$ cat src/rtl/upoc_pkg.sv
// Package for the serial port one control block: register map, field layout, types.
// Assumes a 32-bit AXI4-Lite register bus and a single 100 MHz clock.
package upoc_pkg;

  // ****************************************
  // Register offsets (byte addresses)
  // ****************************************
  localparam logic [7:0] CTRL_OFS    = 8'h00;  // serial_port_one_control
  localparam logic [7:0] AUX_OFS     = 8'h04;  // Alternate select, interrupt enable
  localparam logic [7:0] TXDATA_OFS  = 8'h08;  // Transmit byte, write starts a frame
  localparam logic [7:0] RXDATA_OFS  = 8'h0C;  // Last accepted receive byte
  localparam logic [7:0] ADDR_OFS    = 8'h10;  // Given address and broadcast address
  localparam logic [7:0] IRQST_OFS   = 8'h14;  // Sticky event status, write one to clear
  localparam logic [7:0] IRQMSK_OFS  = 8'h18;  // Event mask
  localparam logic [7:0] BAUD_OFS    = 8'h1C;  // Bit period divider

  // ****************************************
  // Control register fields
  // ****************************************
  localparam int MODE_HI_BIT  = 7;
  localparam int MODE_LO_BIT  = 6;
  localparam int MPF_BIT      = 5;
  localparam int RXEN_BIT     = 4;
  localparam int TX9_BIT      = 3;
  localparam int RX9_BIT      = 2;
  localparam int TXDONE_BIT   = 1;
  localparam int RXDONE_BIT   = 0;
  localparam int ALTSEL_BIT   = 0;  // In AUX
  localparam int IEN_BIT      = 1;  // In AUX

  // Event status bits
  localparam int EV_TX = 0;
  localparam int EV_RX = 1;
  localparam int EV_FE = 2;

  // ****************************************
  // Reset values and timing
  // ****************************************
  localparam logic [7:0]  CTRL_RST  = 8'h00;
  localparam logic [7:0]  GIVEN_RST = 8'h00;
  localparam logic [7:0]  BCAST_RST = 8'hFF;
  localparam logic [15:0] BAUD_RST  = 16'h0363;  // 115200 baud at 100 MHz
  localparam logic [1:0]  RESP_OK   = 2'b00;
  localparam logic [1:0]  RESP_ERR  = 2'b10;

  // Serial modes
  typedef enum logic [1:0] {
    UPOC_M0 = 2'b00,
    UPOC_M1 = 2'b01,
    UPOC_M2 = 2'b10,
    UPOC_M3 = 2'b11
  } upoc_mode_t;

  // Frame from the shifter
  typedef struct packed {
    logic [7:0] data;
    logic       bit9;   // Ninth bit, or stop bit in mode 1
    logic       stop;   // Sampled stop bit level
  } upoc_rxfrm_t;

endpackage

$ cat src/rtl/upoc_shift.sv
// Serial shifter for serial port one: one frame out and one frame in.
// Assumes a one-cycle bit enable from the parent; line input already synchronous.
`timescale 1ns/1ps
module upoc_shift (
  // Clock and reset
  input  wire logic                  aclk,
  input  wire logic                  aresetn,
  // Timing and mode
  input  wire logic                  bit_en,
  input  wire upoc_pkg::upoc_mode_t  mode,
  // Transmit side
  input  wire logic                  tx_start,
  input  wire logic [7:0]            tx_data,
  input  wire logic                  tx_bit9,
  output logic                       tx_line,
  output logic                       tx_busy,
  output logic                       tx_done,
  // Receive side
  input  wire logic                  rx_line,
  input  wire logic                  rx_allow,
  output logic                       rx_busy,
  output logic                       rx_done,
  output upoc_pkg::upoc_rxfrm_t      rx_frame
);

  // ****************************************
  // Transmit shifter
  // ****************************************
  // Frame length: mode 0 has 8 bits, mode 1 has 10, modes 2 and 3 have 11
  // One idle bit leads each frame so the start bit gets a whole bit period
  logic [11:0] tx_sh_r;
  logic [3:0]  tx_cnt_r;
  logic [3:0]  tx_len;
  logic [3:0]  rx_len;
  logic        m0;
  logic        nine;
  assign m0     = (mode == upoc_pkg::UPOC_M0);
  assign nine   = mode[1];
  assign tx_len = m0 ? 4'h8 : (nine ? 4'hB : 4'hA);
  assign rx_len = tx_len;
  assign tx_busy = (tx_cnt_r != 4'h0);
  assign tx_line = tx_busy ? tx_sh_r[0] : 1'b1;

  // Ninth bit goes only into 11-bit frames; done pulses after the last data bit
  always_ff @(posedge aclk)
  begin
    tx_done <= 1'b0;
    if (!aresetn)
    begin
      tx_sh_r  <= 12'hFFF;
      tx_cnt_r <= 4'h0;
    end
    else if (tx_start && !tx_busy)
    begin
      tx_cnt_r <= tx_len + 4'h1;
      if (m0)
        tx_sh_r <= {3'b111, tx_data, 1'b1};
      else if (nine)
        tx_sh_r <= {1'b1, tx_bit9, tx_data, 1'b0, 1'b1};
      else
        tx_sh_r <= {2'b11, tx_data, 1'b0, 1'b1};
    end
    else if (bit_en && tx_busy)
    begin
      tx_sh_r  <= {1'b1, tx_sh_r[11:1]};
      tx_cnt_r <= tx_cnt_r - 4'h1;
      if (tx_cnt_r == (m0 ? 4'h1 : (nine ? 4'h2 : 4'h2)))
        tx_done <= 1'b1;
    end
  end

  // ****************************************
  // Receive shifter
  // ****************************************
  // Bits sampled once per bit enable; start seen as a low line outside mode 0
  logic [10:0] rx_sh_r;
  logic [3:0]  rx_cnt_r;
  assign rx_busy = (rx_cnt_r != 4'h0);

  always_ff @(posedge aclk)
  begin
    rx_done <= 1'b0;
    if (!aresetn)
    begin
      rx_sh_r  <= 11'h000;
      rx_cnt_r <= 4'h0;
      rx_frame <= '0;
    end
    else if (bit_en)
    begin
      if (!rx_busy && rx_allow && (m0 || !rx_line))
      begin
        // Mode 0 takes data bit 0 here, other modes the start bit
        rx_cnt_r <= rx_len - 4'h1;
        rx_sh_r  <= 11'h000;
        if (m0)
          rx_sh_r <= {rx_line, 10'h000};
      end
      else if (rx_busy)
      begin
        rx_sh_r  <= {rx_line, rx_sh_r[10:1]};
        rx_cnt_r <= rx_cnt_r - 4'h1;
        if (rx_cnt_r == 4'h1)
        begin
          rx_done <= 1'b1;
          if (m0)
            rx_frame <= '{data: {rx_line, rx_sh_r[10:4]}, bit9: 1'b0, stop: 1'b1};
          else if (nine)
            rx_frame <= '{data: rx_sh_r[9:2], bit9: rx_sh_r[10], stop: rx_line};
          else
            rx_frame <= '{data: rx_sh_r[10:3], bit9: rx_line, stop: rx_line};
        end
      end
    end
  end

endmodule

$ cat src/rtl/upoc_top.sv
// Serial port one control block: control register, filtering, flags, AXI4-Lite slave.
// Assumes one 100 MHz clock, synchronous active-low reset, serial line synchronous.
//
// Notes on behaviour
// With alternate select clear, control bits 7 and 6 choose the port mode.
// With alternate select set, bit 7 is frame-error flag, set by hardware.
// Mode 1 with filter on accepts only stop one and matching address.
// Modes 2, 3 with filter on need ninth bit one and address match.
// Receive enable clear blocks reception; set enables it in modes 1 to 3.
// Mode 0 starts reception only with receive enable set and rx flag clear.
// Modes 2 and 3 transmit the ninth transmit bit as ninth data bit.
// Ninth received bit holds ninth bit, or stop bit in mode 1.
// Transmit-done flag set after last data bit, stays until software clears.
// Receive-done flag set after frame unless filtering rejects it.
// With interrupt enabled, either done flag raises the port interrupt.
// A sampled stop bit of zero is a frame error and sets the flag.
`timescale 1ns/1ps
module upoc_top #(
  parameter int ADDR_W = 8
) (
  // Clock and reset
  input  wire logic              aclk,
  input  wire logic              aresetn,
  // AXI4-Lite write address
  input  wire logic [ADDR_W-1:0] s_axi_awaddr,
  input  wire logic              s_axi_awvalid,
  output logic                   s_axi_awready,
  // AXI4-Lite write data
  input  wire logic [31:0]       s_axi_wdata,
  input  wire logic [3:0]        s_axi_wstrb,
  input  wire logic              s_axi_wvalid,
  output logic                   s_axi_wready,
  // AXI4-Lite write response
  output logic [1:0]             s_axi_bresp,
  output logic                   s_axi_bvalid,
  input  wire logic              s_axi_bready,
  // AXI4-Lite read address
  input  wire logic [ADDR_W-1:0] s_axi_araddr,
  input  wire logic              s_axi_arvalid,
  output logic                   s_axi_arready,
  // AXI4-Lite read data
  output logic [31:0]            s_axi_rdata,
  output logic [1:0]             s_axi_rresp,
  output logic                   s_axi_rvalid,
  input  wire logic              s_axi_rready,
  // Serial line
  input  wire logic              rxd,
  output logic                   txd,
  // Interrupts
  output logic                   port_irq,
  output logic                   irq
);

  // ****************************************
  // Register state
  // ****************************************
  logic [7:0]  ctrl_r;
  logic        altsel_r;
  logic        ien_r;
  logic [7:0]  txbuf_r;
  logic [7:0]  rxbuf_r;
  logic [7:0]  given_r;
  logic [7:0]  bcast_r;
  logic [2:0]  irqst_r;
  logic [2:0]  irqmsk_r;
  logic [15:0] baud_r;
  logic [15:0] bdiv_r;
  logic        mode_bit_r;    // Stored mode bit 7 while the field shows the frame error
  logic        fe_r;
  logic        tx_go_r;

  // ****************************************
  // Bit-rate divider
  // ****************************************
  // One enable pulse per bit; the same pulse paces both directions
  logic bit_en;
  assign bit_en = (bdiv_r == 16'h0000);

  always_ff @(posedge aclk)
  begin
    if (!aresetn)
      bdiv_r <= upoc_pkg::BAUD_RST;
    else if (bit_en)
      bdiv_r <= baud_r;
    else
      bdiv_r <= bdiv_r - 16'h0001;
  end

  // ****************************************
  // Mode and receive gating
  // ****************************************
  upoc_pkg::upoc_mode_t mode;
  logic                 rx_allow;
  logic                 m0;
  // The frame-error view must not disturb the mode in use
  assign mode = upoc_pkg::upoc_mode_t'({mode_bit_r, ctrl_r[upoc_pkg::MODE_LO_BIT]});
  assign m0   = (mode == upoc_pkg::UPOC_M0);
  assign rx_allow = ctrl_r[upoc_pkg::RXEN_BIT]
                  && (!m0 || !ctrl_r[upoc_pkg::RXDONE_BIT]);

  // ****************************************
  // Shifter
  // ****************************************
  logic                  tx_busy;
  logic                  tx_done;
  logic                  rx_busy;
  logic                  rx_done;
  upoc_pkg::upoc_rxfrm_t rx_frame;

  upoc_shift u_shift (
    .aclk     (aclk),
    .aresetn  (aresetn),
    .bit_en   (bit_en),
    .mode     (mode),
    .tx_start (tx_go_r),
    .tx_data  (txbuf_r),
    .tx_bit9  (ctrl_r[upoc_pkg::TX9_BIT]),
    .tx_line  (txd),
    .tx_busy  (tx_busy),
    .tx_done  (tx_done),
    .rx_line  (rxd),
    .rx_allow (rx_allow),
    .rx_busy  (rx_busy),
    .rx_done  (rx_done),
    .rx_frame (rx_frame)
  );

  // ****************************************
  // Reception acceptance
  // ****************************************
  logic addr_hit;
  logic rx_accept;
  logic frame_err;
  assign addr_hit  = (rx_frame.data == given_r) || (rx_frame.data == bcast_r);
  // Filter gates on stop bit in mode 1, ninth bit in modes 2 and 3, nothing in mode 0
  assign rx_accept = m0 || !ctrl_r[upoc_pkg::MPF_BIT]
                   || (rx_frame.bit9 && addr_hit);
  assign frame_err = rx_done && !m0 && !rx_frame.stop;

  // ****************************************
  // AXI4-Lite write path
  // ****************************************
  // Address and data are caught in either order; response after both
  logic [ADDR_W-1:0] aw_addr_r;
  logic              aw_have_r;
  logic [31:0]       w_data_r;
  logic [3:0]        w_strb_r;
  logic              w_have_r;
  logic              wr_fire;
  logic              wr_lane0;
  logic [7:0]        wbyte;
  assign s_axi_awready = !aw_have_r && !s_axi_bvalid;
  assign s_axi_wready  = !w_have_r && !s_axi_bvalid;
  assign wr_fire       = aw_have_r && w_have_r && !s_axi_bvalid;
  assign wr_lane0      = wr_fire && w_strb_r[0];
  assign wbyte         = w_data_r[7:0];

  // Decoded write strobes
  logic wr_ctrl;
  logic wr_aux;
  logic wr_tx;
  logic wr_addr;
  logic wr_irqst;
  logic wr_irqmsk;
  logic wr_baud;
  logic wr_known;
  assign wr_ctrl   = wr_lane0 && (aw_addr_r[7:0] == upoc_pkg::CTRL_OFS);
  assign wr_aux    = wr_lane0 && (aw_addr_r[7:0] == upoc_pkg::AUX_OFS);
  assign wr_tx     = wr_lane0 && (aw_addr_r[7:0] == upoc_pkg::TXDATA_OFS);
  assign wr_addr   = wr_fire && (aw_addr_r[7:0] == upoc_pkg::ADDR_OFS);
  assign wr_irqst  = wr_lane0 && (aw_addr_r[7:0] == upoc_pkg::IRQST_OFS);
  assign wr_irqmsk = wr_lane0 && (aw_addr_r[7:0] == upoc_pkg::IRQMSK_OFS);
  assign wr_baud   = wr_fire && (aw_addr_r[7:0] == upoc_pkg::BAUD_OFS);
  assign wr_known  = (aw_addr_r[7:0] == upoc_pkg::CTRL_OFS)
                   || (aw_addr_r[7:0] == upoc_pkg::AUX_OFS)
                   || (aw_addr_r[7:0] == upoc_pkg::TXDATA_OFS)
                   || (aw_addr_r[7:0] == upoc_pkg::RXDATA_OFS)
                   || (aw_addr_r[7:0] == upoc_pkg::ADDR_OFS)
                   || (aw_addr_r[7:0] == upoc_pkg::IRQST_OFS)
                   || (aw_addr_r[7:0] == upoc_pkg::IRQMSK_OFS)
                   || (aw_addr_r[7:0] == upoc_pkg::BAUD_OFS);

  // Channel capture and response
  always_ff @(posedge aclk)
  begin
    if (!aresetn)
    begin
      aw_have_r    <= 1'b0;
      w_have_r     <= 1'b0;
      aw_addr_r    <= '0;
      w_data_r     <= 32'h0000_0000;
      w_strb_r     <= 4'h0;
      s_axi_bvalid <= 1'b0;
      s_axi_bresp  <= upoc_pkg::RESP_OK;
    end
    else
    begin
      if (s_axi_awvalid && s_axi_awready)
      begin
        aw_addr_r <= s_axi_awaddr;
        aw_have_r <= 1'b1;
      end
      if (s_axi_wvalid && s_axi_wready)
      begin
        w_data_r <= s_axi_wdata;
        w_strb_r <= s_axi_wstrb;
        w_have_r <= 1'b1;
      end
      if (wr_fire)
      begin
        s_axi_bvalid <= 1'b1;
        s_axi_bresp  <= wr_known ? upoc_pkg::RESP_OK : upoc_pkg::RESP_ERR;
        aw_have_r    <= 1'b0;
        w_have_r     <= 1'b0;
      end
      else if (s_axi_bvalid && s_axi_bready)
        s_axi_bvalid <= 1'b0;
    end
  end

  // ****************************************
  // Control register and flags
  // ****************************************
  // Hardware sets win over a software clear in the same cycle
  logic [7:0] ctrl_nxt;
  logic       fe_nxt;
  always_comb
  begin
    ctrl_nxt = wr_ctrl ? wbyte : ctrl_r;
    if (tx_done)
      ctrl_nxt[upoc_pkg::TXDONE_BIT] = 1'b1;
    if (rx_done && rx_accept)
    begin
      ctrl_nxt[upoc_pkg::RXDONE_BIT] = 1'b1;
      if (!m0)
        ctrl_nxt[upoc_pkg::RX9_BIT] = rx_frame.bit9;
    end
    fe_nxt = (wr_ctrl && altsel_r) ? wbyte[upoc_pkg::MODE_HI_BIT] : fe_r;
    if (frame_err)
      fe_nxt = 1'b1;
  end

  always_ff @(posedge aclk)
  begin
    if (!aresetn)
    begin
      ctrl_r     <= upoc_pkg::CTRL_RST;
      mode_bit_r <= 1'b0;
      fe_r       <= 1'b0;
      altsel_r   <= 1'b0;
      ien_r      <= 1'b0;
    end
    else
    begin
      ctrl_r <= ctrl_nxt;
      fe_r   <= fe_nxt;
      if (wr_ctrl && !altsel_r)
        mode_bit_r <= wbyte[upoc_pkg::MODE_HI_BIT];
      if (wr_aux)
      begin
        altsel_r <= wbyte[upoc_pkg::ALTSEL_BIT];
        ien_r    <= wbyte[upoc_pkg::IEN_BIT];
      end
    end
  end

  // ****************************************
  // Data, address, event registers
  // ****************************************
  logic [2:0] ev_set;
  assign ev_set = {frame_err, rx_done && rx_accept, tx_done};

  always_ff @(posedge aclk)
  begin
    if (!aresetn)
    begin
      txbuf_r  <= 8'h00;
      rxbuf_r  <= 8'h00;
      given_r  <= upoc_pkg::GIVEN_RST;
      bcast_r  <= upoc_pkg::BCAST_RST;
      irqst_r  <= 3'h0;
      irqmsk_r <= 3'h0;
      baud_r   <= upoc_pkg::BAUD_RST;
      tx_go_r  <= 1'b0;
    end
    else
    begin
      tx_go_r <= wr_tx;  // Write while busy is dropped by the shifter
      if (wr_tx)
        txbuf_r <= wbyte;
      if (rx_done && rx_accept)
        rxbuf_r <= rx_frame.data;
      if (wr_addr && w_strb_r[0])
        given_r <= w_data_r[7:0];
      if (wr_addr && w_strb_r[1])
        bcast_r <= w_data_r[15:8];
      irqst_r <= (irqst_r & ~(wr_irqst ? wbyte[2:0] : 3'h0)) | ev_set;
      if (wr_irqmsk)
        irqmsk_r <= wbyte[2:0];
      if (wr_baud && w_strb_r[0])
        baud_r[7:0] <= w_data_r[7:0];
      if (wr_baud && w_strb_r[1])
        baud_r[15:8] <= w_data_r[15:8];
    end
  end

  // ****************************************
  // Interrupt outputs
  // ****************************************
  assign port_irq = ien_r && (ctrl_r[upoc_pkg::TXDONE_BIT]
                  || ctrl_r[upoc_pkg::RXDONE_BIT]);
  assign irq      = |(irqst_r & irqmsk_r);

  // ****************************************
  // AXI4-Lite read path
  // ****************************************
  // Bit 7 shows either the mode bit or the frame-error flag
  logic [7:0]  ctrl_view;
  logic [31:0] rd_word;
  logic        rd_known;
  logic [7:0]  ra;
  assign ra        = s_axi_araddr[7:0];
  assign ctrl_view = {altsel_r ? fe_r : mode_bit_r, ctrl_r[6:0]};
  assign rd_known  = (ra == upoc_pkg::CTRL_OFS) || (ra == upoc_pkg::AUX_OFS)
                   || (ra == upoc_pkg::TXDATA_OFS) || (ra == upoc_pkg::RXDATA_OFS)
                   || (ra == upoc_pkg::ADDR_OFS) || (ra == upoc_pkg::IRQST_OFS)
                   || (ra == upoc_pkg::IRQMSK_OFS) || (ra == upoc_pkg::BAUD_OFS);
  assign rd_word =
      (ra == upoc_pkg::CTRL_OFS)   ? {24'h000000, ctrl_view} :
      (ra == upoc_pkg::AUX_OFS)    ? {26'h0, rx_busy, tx_busy, 2'b00, ien_r, altsel_r} :
      (ra == upoc_pkg::TXDATA_OFS) ? {24'h000000, txbuf_r} :
      (ra == upoc_pkg::RXDATA_OFS) ? {24'h000000, rxbuf_r} :
      (ra == upoc_pkg::ADDR_OFS)   ? {16'h0000, bcast_r, given_r} :
      (ra == upoc_pkg::IRQST_OFS)  ? {29'h0, irqst_r} :
      (ra == upoc_pkg::IRQMSK_OFS) ? {29'h0, irqmsk_r} :
      (ra == upoc_pkg::BAUD_OFS)   ? {16'h0000, baud_r} : 32'h0000_0000;
  assign s_axi_arready = !s_axi_rvalid;

  always_ff @(posedge aclk)
  begin
    if (!aresetn)
    begin
      s_axi_rvalid <= 1'b0;
      s_axi_rdata  <= 32'h0000_0000;
      s_axi_rresp  <= upoc_pkg::RESP_OK;
    end
    else if (s_axi_arvalid && s_axi_arready)
    begin
      s_axi_rvalid <= 1'b1;
      s_axi_rdata  <= rd_word;
      s_axi_rresp  <= rd_known ? upoc_pkg::RESP_OK : upoc_pkg::RESP_ERR;
    end
    else if (s_axi_rvalid && s_axi_rready)
      s_axi_rvalid <= 1'b0;
  end

  // ****************************************
  // Assertions
  // ****************************************
  a_tx_done_sets: assert property (@(posedge aclk) disable iff (!aresetn)
    tx_done |=> ctrl_r[upoc_pkg::TXDONE_BIT])
    else $error("transmit done flag not set");
  a_rx_reject_holds: assert property (@(posedge aclk) disable iff (!aresetn)
    (rx_done && !rx_accept && !ctrl_r[upoc_pkg::RXDONE_BIT] && !wr_ctrl)
      |=> !ctrl_r[upoc_pkg::RXDONE_BIT])
    else $error("rejected frame set receive flag");
  a_rx_done_sets: assert property (@(posedge aclk) disable iff (!aresetn)
    (rx_done && rx_accept) |=> ctrl_r[upoc_pkg::RXDONE_BIT])
    else $error("receive done flag not set");
  a_ninth_capture: assert property (@(posedge aclk) disable iff (!aresetn)
    (rx_done && rx_accept && !m0) |=> ctrl_r[upoc_pkg::RX9_BIT] == $past(rx_frame.bit9))
    else $error("ninth received bit wrong");
  a_fe_sets: assert property (@(posedge aclk) disable iff (!aresetn)
    frame_err |=> fe_r)
    else $error("frame error not flagged");
  a_fe_view: assert property (@(posedge aclk) disable iff (!aresetn)
    (s_axi_arvalid && s_axi_arready && (ra == upoc_pkg::CTRL_OFS) && altsel_r)
      |=> s_axi_rdata[7] == $past(fe_r))
    else $error("bit seven not frame error");
  a_m0_gate: assert property (@(posedge aclk) disable iff (!aresetn)
    (m0 && ctrl_r[upoc_pkg::RXDONE_BIT]) |-> !rx_allow)
    else $error("mode 0 reception not gated");
  a_rxen_off: assert property (@(posedge aclk) disable iff (!aresetn)
    (!ctrl_r[upoc_pkg::RXEN_BIT] && !rx_busy) |=> !rx_busy)
    else $error("reception started while disabled");
  a_port_irq: assert property (@(posedge aclk) disable iff (!aresetn)
    (ien_r && !wr_aux && (tx_done || (rx_done && rx_accept))) |=> port_irq)
    else $error("port interrupt missing");

endmodule

$ cat config.mk
export PLATFORM = sky130hd
export DESIGN_NAME = upoc_top
export DESIGN_NICKNAME = d
export VERILOG_FILES = /design/src/rtl/upoc_pkg.sv /design/src/rtl/upoc_shift.sv /design/src/rtl/upoc_top.sv
export SDC_FILE = /design/constraint.sdc
export NUM_CORES = 1
export LEC_CHECK = 0
export ABC_AREA = 0
export BUFFER_PORTS_ARGS = -buffer_cell sky130_fd_sc_hd__buf_2
export CELL_PAD_IN_SITES_DETAIL_PLACEMENT = 0
export CELL_PAD_IN_SITES_GLOBAL_PLACEMENT = 1
export CORE_UTILIZATION = 43
export DETAILED_ROUTE_END_ITERATION = 8
export PLACE_DENSITY = 0.79
export SLEW_MARGIN = 20
export SYNTH_ARGS = -nofsm -noshare
export SYNTH_HDL_FRONTEND = slang
export SYNTH_SLANG_ARGS = --single-unit
export TNS_END_PERCENT = 30
$ cat constraint.sdc
create_clock -name aclk -period 2.71 [get_ports aclk]
set_input_delay 0.542 -clock aclk [delete_from_list [all_inputs] [get_ports aclk]]
set_output_delay 0.542 -clock aclk [all_outputs]
set_load 0.02 [all_outputs]
==> flow_summary.toml, run 1 <==
[global_route]
grt_pass1_vias = 5886
grt_overflow = 0
grt_start_max_net_pins = 66
grt_use_total_pct = 22.6
antenna_found_initial = 0
grt_pass1_wl_um = 32100

[critical_path]
crit_fanout = 8
slowest_delay_ps = 600
critPathLaunchType = "register"
slowest_stage = "or3_1"
worst_ep_required_time_ps = 3010
endpoint_kind = "register"
path_cells = "or4_4, or4b_1, or3_1, mux2i_1, nand2_1"
crit_type = "register to register"
worstPathArrival_ps = 2790
r2r_cells = 5

[worst_hold_path]
hp-class = "input port to register"
hold_depth = 2

[layout]
layout_commonest_cell = "dfxtp_1"
final_cell_mix = "dfxtp_1 (170), nand2_1 (144), nor2_1 (101)"
fill_cells = 1705
layout.nets = 1023
multi_input_area_sq_um = 4020
regArea_sq_um = 3400
area_delta_synth_final_pct = 14.3
drive_gt1_share_pct = 14.6
antennaDiodeCount = 0

[floorplanning]
dieWidth_um = 137
ios = 104
initial_core_util_pct = 44.5
core_area_sq_um = 17500
die_h_um = 137
fp.dieArea_sq_um = 18600
rows = 48

[timing]
tightest_slew_ps = 650
slew_headroom_pct = 56.6
fin_crit_sh_pct = 92.1
drv_slew = 0
rsz0062_at_grt = "false"
timing.final.ws_setup_ps = 215
fin_skew_ps = 10.5
setup_viol = 0
tns_ps = 0
hold_violations = 0
min_period_ps = 2490
max_freq_mhz = 401

[cts]
cts_tree = "built"
cts-buffers-inserted = 17
path_clk_slew_ps = 70
clk_latency_ps = 430
clock_sinks = 170
cts-htree-levels = 4
post_cts_buffers = 0
cts_buffer_depth = 2
cts_resized = 0
cts_hold_buf = 0
cts_root_buffer = "clkbuf_16"

[placement]
gp_congestion = 0.885
place_ws_ps = 220
port_buffers = 67
dp_hpwl_um = 14000

[power_and_ir_drop]
power.density_nw_per_um2 = 589
p_int_mw = 3.94
p_clk_share_pct = 44.4
combPwrFrac_pct = 6.1
p_sw_mw = 1.30
p_leak_nw = 3.56
seqPwrFrac_pct = 49.5
ir_worst_vdd_mv = 0.429
swShare_pct = 24.8

[yosys]
yosys-top-cells-area = "dfxtp_1 (44%), mux2i_1 (11%), nand2_1 (6.9%), nor2_1 (4.9%), a21oi_1 (4.2%)"
yosysWarnings = 0
synthArstFlopShare_pct = 0
ys_types = 68
syn_avg_cell_area_sq_um = 8.64
synth_edf_count = 0
synthCells = 901
synthFlopType = "dfxtp_1"
yosysSeqAreaShare_pct = 43.7
ys_ff_latch = 170
synth_top_cell_by_area = "dfxtp_1"
synth_top_area_share_pct = 43.7
netlist_area_sq_um = 7780

[detailed_routing]
drc = 0
route.detailed.wl_per_inst_um = 16.7
viasPerCell = 5.44
wirelength_um = 20000
drt_iter0_drc = 444
firstDrtPassIters = 6
postRouteAntennaNets = 0
dr_total_vias = 6505

[job]
maxCapViolations = 0

[run_status]
status = "finished clean"
[power by group through the flow]
stage	combinational (mW)	clock, mW	sequential (mW)
after floorplan	0.231	0	2.64
after global placement	0.317	0	2.65
after detailed placement	0.318	0	2.65
after CTS	0.320	2.37	2.59
after global routing	0.354	2.48	2.60
final	0.318	2.33	2.60
[cells by family (layout without fill, tap and decap cells)]
logic type / Yosys count / count (layout) / synth area share [%]
other: 1 / 18 / 0.0482
flip-flops: 170 / 170 / 43.7
XOR/XNOR: 26 / 26 / 2.93
multiplexers: 93 / 93 / 12.9
AO/OA/AOI/OAI: 184 / 184 / 14.9
buffers and inverters: 91 / 144 / 5.42
AND/OR/NAND/NOR: 331 / 331 / 19.2
adder cells (fa/ha/maj): 5 / 5 / 0.804
[per-stage QoR]
stage | hold WS, ps | cells | total power, mW | cell area [sq um] | util (%)
4_1_cts | 275 | 1196 | 5.29 | 8890 | 50.9
2_1_floorplan | 432 | 918 | 2.87 | 7850 | -
3_3_place_gp | 434 | 1164 | 2.97 | 8330 | 47.7
3_5_place_dp | 441 | 1164 | 2.97 | 8330 | 47.7
5_1_grt | 286 | 1196 | 5.44 | 8890 | 50.9
6_report | 289 | 1196 | 5.24 | 8890 | 50.9
[final timing paths]
path,slack [ps],start,endpoint
setup reg to reg,220,aw_addr_r[1],baud_r[0]
hold / removal,290,s_axi_rready,s_axi_rvalid
hold reg to reg,450,s_axi_rdata[15],s_axi_rdata[15]
setup / recovery,220,aw_addr_r[1],baud_r[0]
[per-layer routing]
| metal | global-route usage (%) | part of all wire (%) | vias up |
|---|---|---|---|
| li1 | - | - | 3243 |
| met3 | 3.96 | 3.3 | 33 |
| met2 | 34.1 | 45 | 146 |
| met1 | 32.0 | 49 | 3083 |
| met4 | 8.46 | 2.1 | 0 |
| met5 | 0 | 0 | - |
[registers in the layout (all words and copies together), names as in the netlist, 7 cells and up]
signal,flops
baud_r,16
aw_addr_r,8
ctrl_r,7
s_axi_rdata,16
bdiv_r,16
bcast_r,8
txbuf_r,8
rxbuf_r,8
u_shift.tx_sh_r,11
u_shift.rx_frame,10
given_r,8
u_shift.rx_sh_r,9
w_data_r,16
[Yosys cell counts (6+ instances only)]
cell type,count
nor4_1,11
mux2i_1,86
xor2_1,24
nor2_1,101
a32oi_1,11
inv_1,15
mux4_2,6
nand2b_1,8
dfxtp_1,170
a22oi_1,11
clkbuf_1,47
buf_1,7
o211ai_1,10
a21oi_1,65
o21ai_0,40
nor2b_1,6
buf_4,19
a211oi_1,12
nand2_1,144
nor3_1,21
[worst max-delay path, delay by kind of cell (launching register included)]
| kind | cells | cell delay, ps |
|---|---|---|
| and+or+nand+nor | 4 | 1820 |
| DFF | 1 | 310 |
| muxes | 1 | 230 |
[area by class of cell]
type | count | area share [%]
tap | 225 | 3.17
sequential | 170 | 38.3
inverter | 16 | 0.689
multi-input combinational | 657 | 45.2
timing repair buffer | 96 | 6.36
clock inverter | 13 | 1.35
clock buffer | 19 | 4.98
Note: power is estimated with default switching activity, not from simulation.
==> run 2: changes to the inputs <==
RECOVER_POWER = 100   (was not set)
==> flow_summary.toml, run 2 (synthesis results as in run 1) <==
[global_route]
met2_usage_pct = 34.1
grt.met3_usage_pct = 3.96
grt_overflow = 0
grt_pass1_vias = 5886
antenna_found_initial = 0
top_usage_layer = "met2"
grt_pass1_wl_um = 32100
grt_use_total_pct = 22.6
grt_util_met1_pct = 32.0
grt_start_max_net_pins = 66

[floorplanning]
ios = 104
initial_core_util_pct = 44.5
rows = 48
core_area_sq_um = 17500
dieWidth_um = 137
die_h_um = 137
fp.dieArea_sq_um = 18600

[job]
maxCapViolations = 0

[cts]
clk_latency_ps = 430
cts_root_buffer = "clkbuf_16"
cts-htree-levels = 4
cts_tree = "built"
clock_sinks = 170
post_cts_buffers = 0
cts_buffer_depth = 2
path_clk_slew_ps = 70
cts_hold_buf = 0
cts_resized = 0
cts-buffers-inserted = 17

[timing]
setup_viol = 0
timing.final.ws_setup_ps = 183
tns_ps = 0
drv_slew = 0
min_period_ps = 2530
slew_headroom_pct = 16.9
rsz0062_at_grt = "false"
tightest_slew_ps = 1250
fin_crit_sh_pct = 93.3
max_freq_mhz = 396
hold_violations = 0
fin_skew_ps = 11.3

[detailed_routing]
drc = 0
viasPerCell = 5.44
drt_iter0_drc = 424
postRouteAntennaNets = 0
route.detailed.wl_per_inst_um = 16.7
wirelength_um = 19900
firstDrtPassIters = 5
dr_total_vias = 6506

[critical_path]
critPathLaunchType = "register"
worstPathArrival_ps = 2800
worst_ep_required_time_ps = 2980
endpoint_kind = "register"
crit_fanout = 8
crit_type = "register to register"

[power_and_ir_drop]
power.density_nw_per_um2 = 595
p_leak_nw = 3.41
ir_worst_vdd_mv = 0.428

[layout]
final_cell_mix = "dfxtp_1 (170), nand2_1 (144), nor2_1 (101)"
fill_cells = 1728
layout.nets = 1023
area_delta_synth_final_pct = 13.0
layout_commonest_cell = "dfxtp_1"
antennaDiodeCount = 0
drive_gt1_share_pct = 10.9

[placement]
place_ws_ps = 220
gp_congestion = 0.885
dp_hpwl_um = 14000
port_buffers = 67

[run_status]
status = "finished clean"

[worst_hold_path]
hp-class = "input port to register"
-- run 2: where the power goes --
part / internal (mW) / total, mW / switching, mW
combinational: 0.0965 / 0.306 / 0.209
sequential: 2.54 / 2.60 / 0.0521
clock: 1.29 / 2.33 / 1.04
total: 3.93 / 5.23 / 1.30
-- run 2: critical path, stage by stage (launching register included) --
cell and delay [ps]:
dfxtp_1 310, or4_1 590, or4b_1 590, or3_1 600
mux2i_1 230, nor2_1 50
-- run 2: area by class of cell --
cell class              count  area, sq um  area share [%]
clock inverters            13          120            1.37
well taps                 225          282            3.20
inverters                  16         61.3           0.697
repair buffers             96          488            5.55
multi-input cells         657         4000            45.4
flip-flops and latches    170         3400            38.7
clock buffers              19          443            5.04
-- run 2: final timing paths --
| check | from | endpoint | slack (ps) | cells past startpoint |
|---|---|---|---|---|
| worst max-delay path | aw_addr_r[1] | baud_r[3] | 180 | 5 |
| worst min-delay path | s_axi_rready | s_axi_rvalid | 290 | 2 |
| worst max register to register | aw_addr_r[1] | baud_r[3] | 180 | 5 |
| worst min register to register | s_axi_rdata[15] | s_axi_rdata[15] | 450 | 2 |
-- run 2: per-layer routing --
| layer | up-vias | share of wire [%] |
|---|---|---|
| met5 | - | 0 |
| met4 | 0 | 2.0 |
| met3 | 31 | 4.1 |
| met2 | 164 | 45 |
| met1 | 3072 | 49 |
| li1 | 3239 | - |
-- run 2: per-stage QoR --
step | power, mW | hold WS [ps] | util, % | std cells | cell area, sq um
2_1_floorplan | 2.87 | 432 | - | 918 | 7850
3_3_place_gp | 2.97 | 434 | 47.7 | 1164 | 8330
3_5_place_dp | 2.97 | 441 | 47.7 | 1164 | 8330
4_1_cts | 5.29 | 275 | 50.9 | 1196 | 8890
5_1_grt | 5.42 | 286 | 50.3 | 1196 | 8790
6_report | 5.23 | 287 | 50.3 | 1196 | 8790
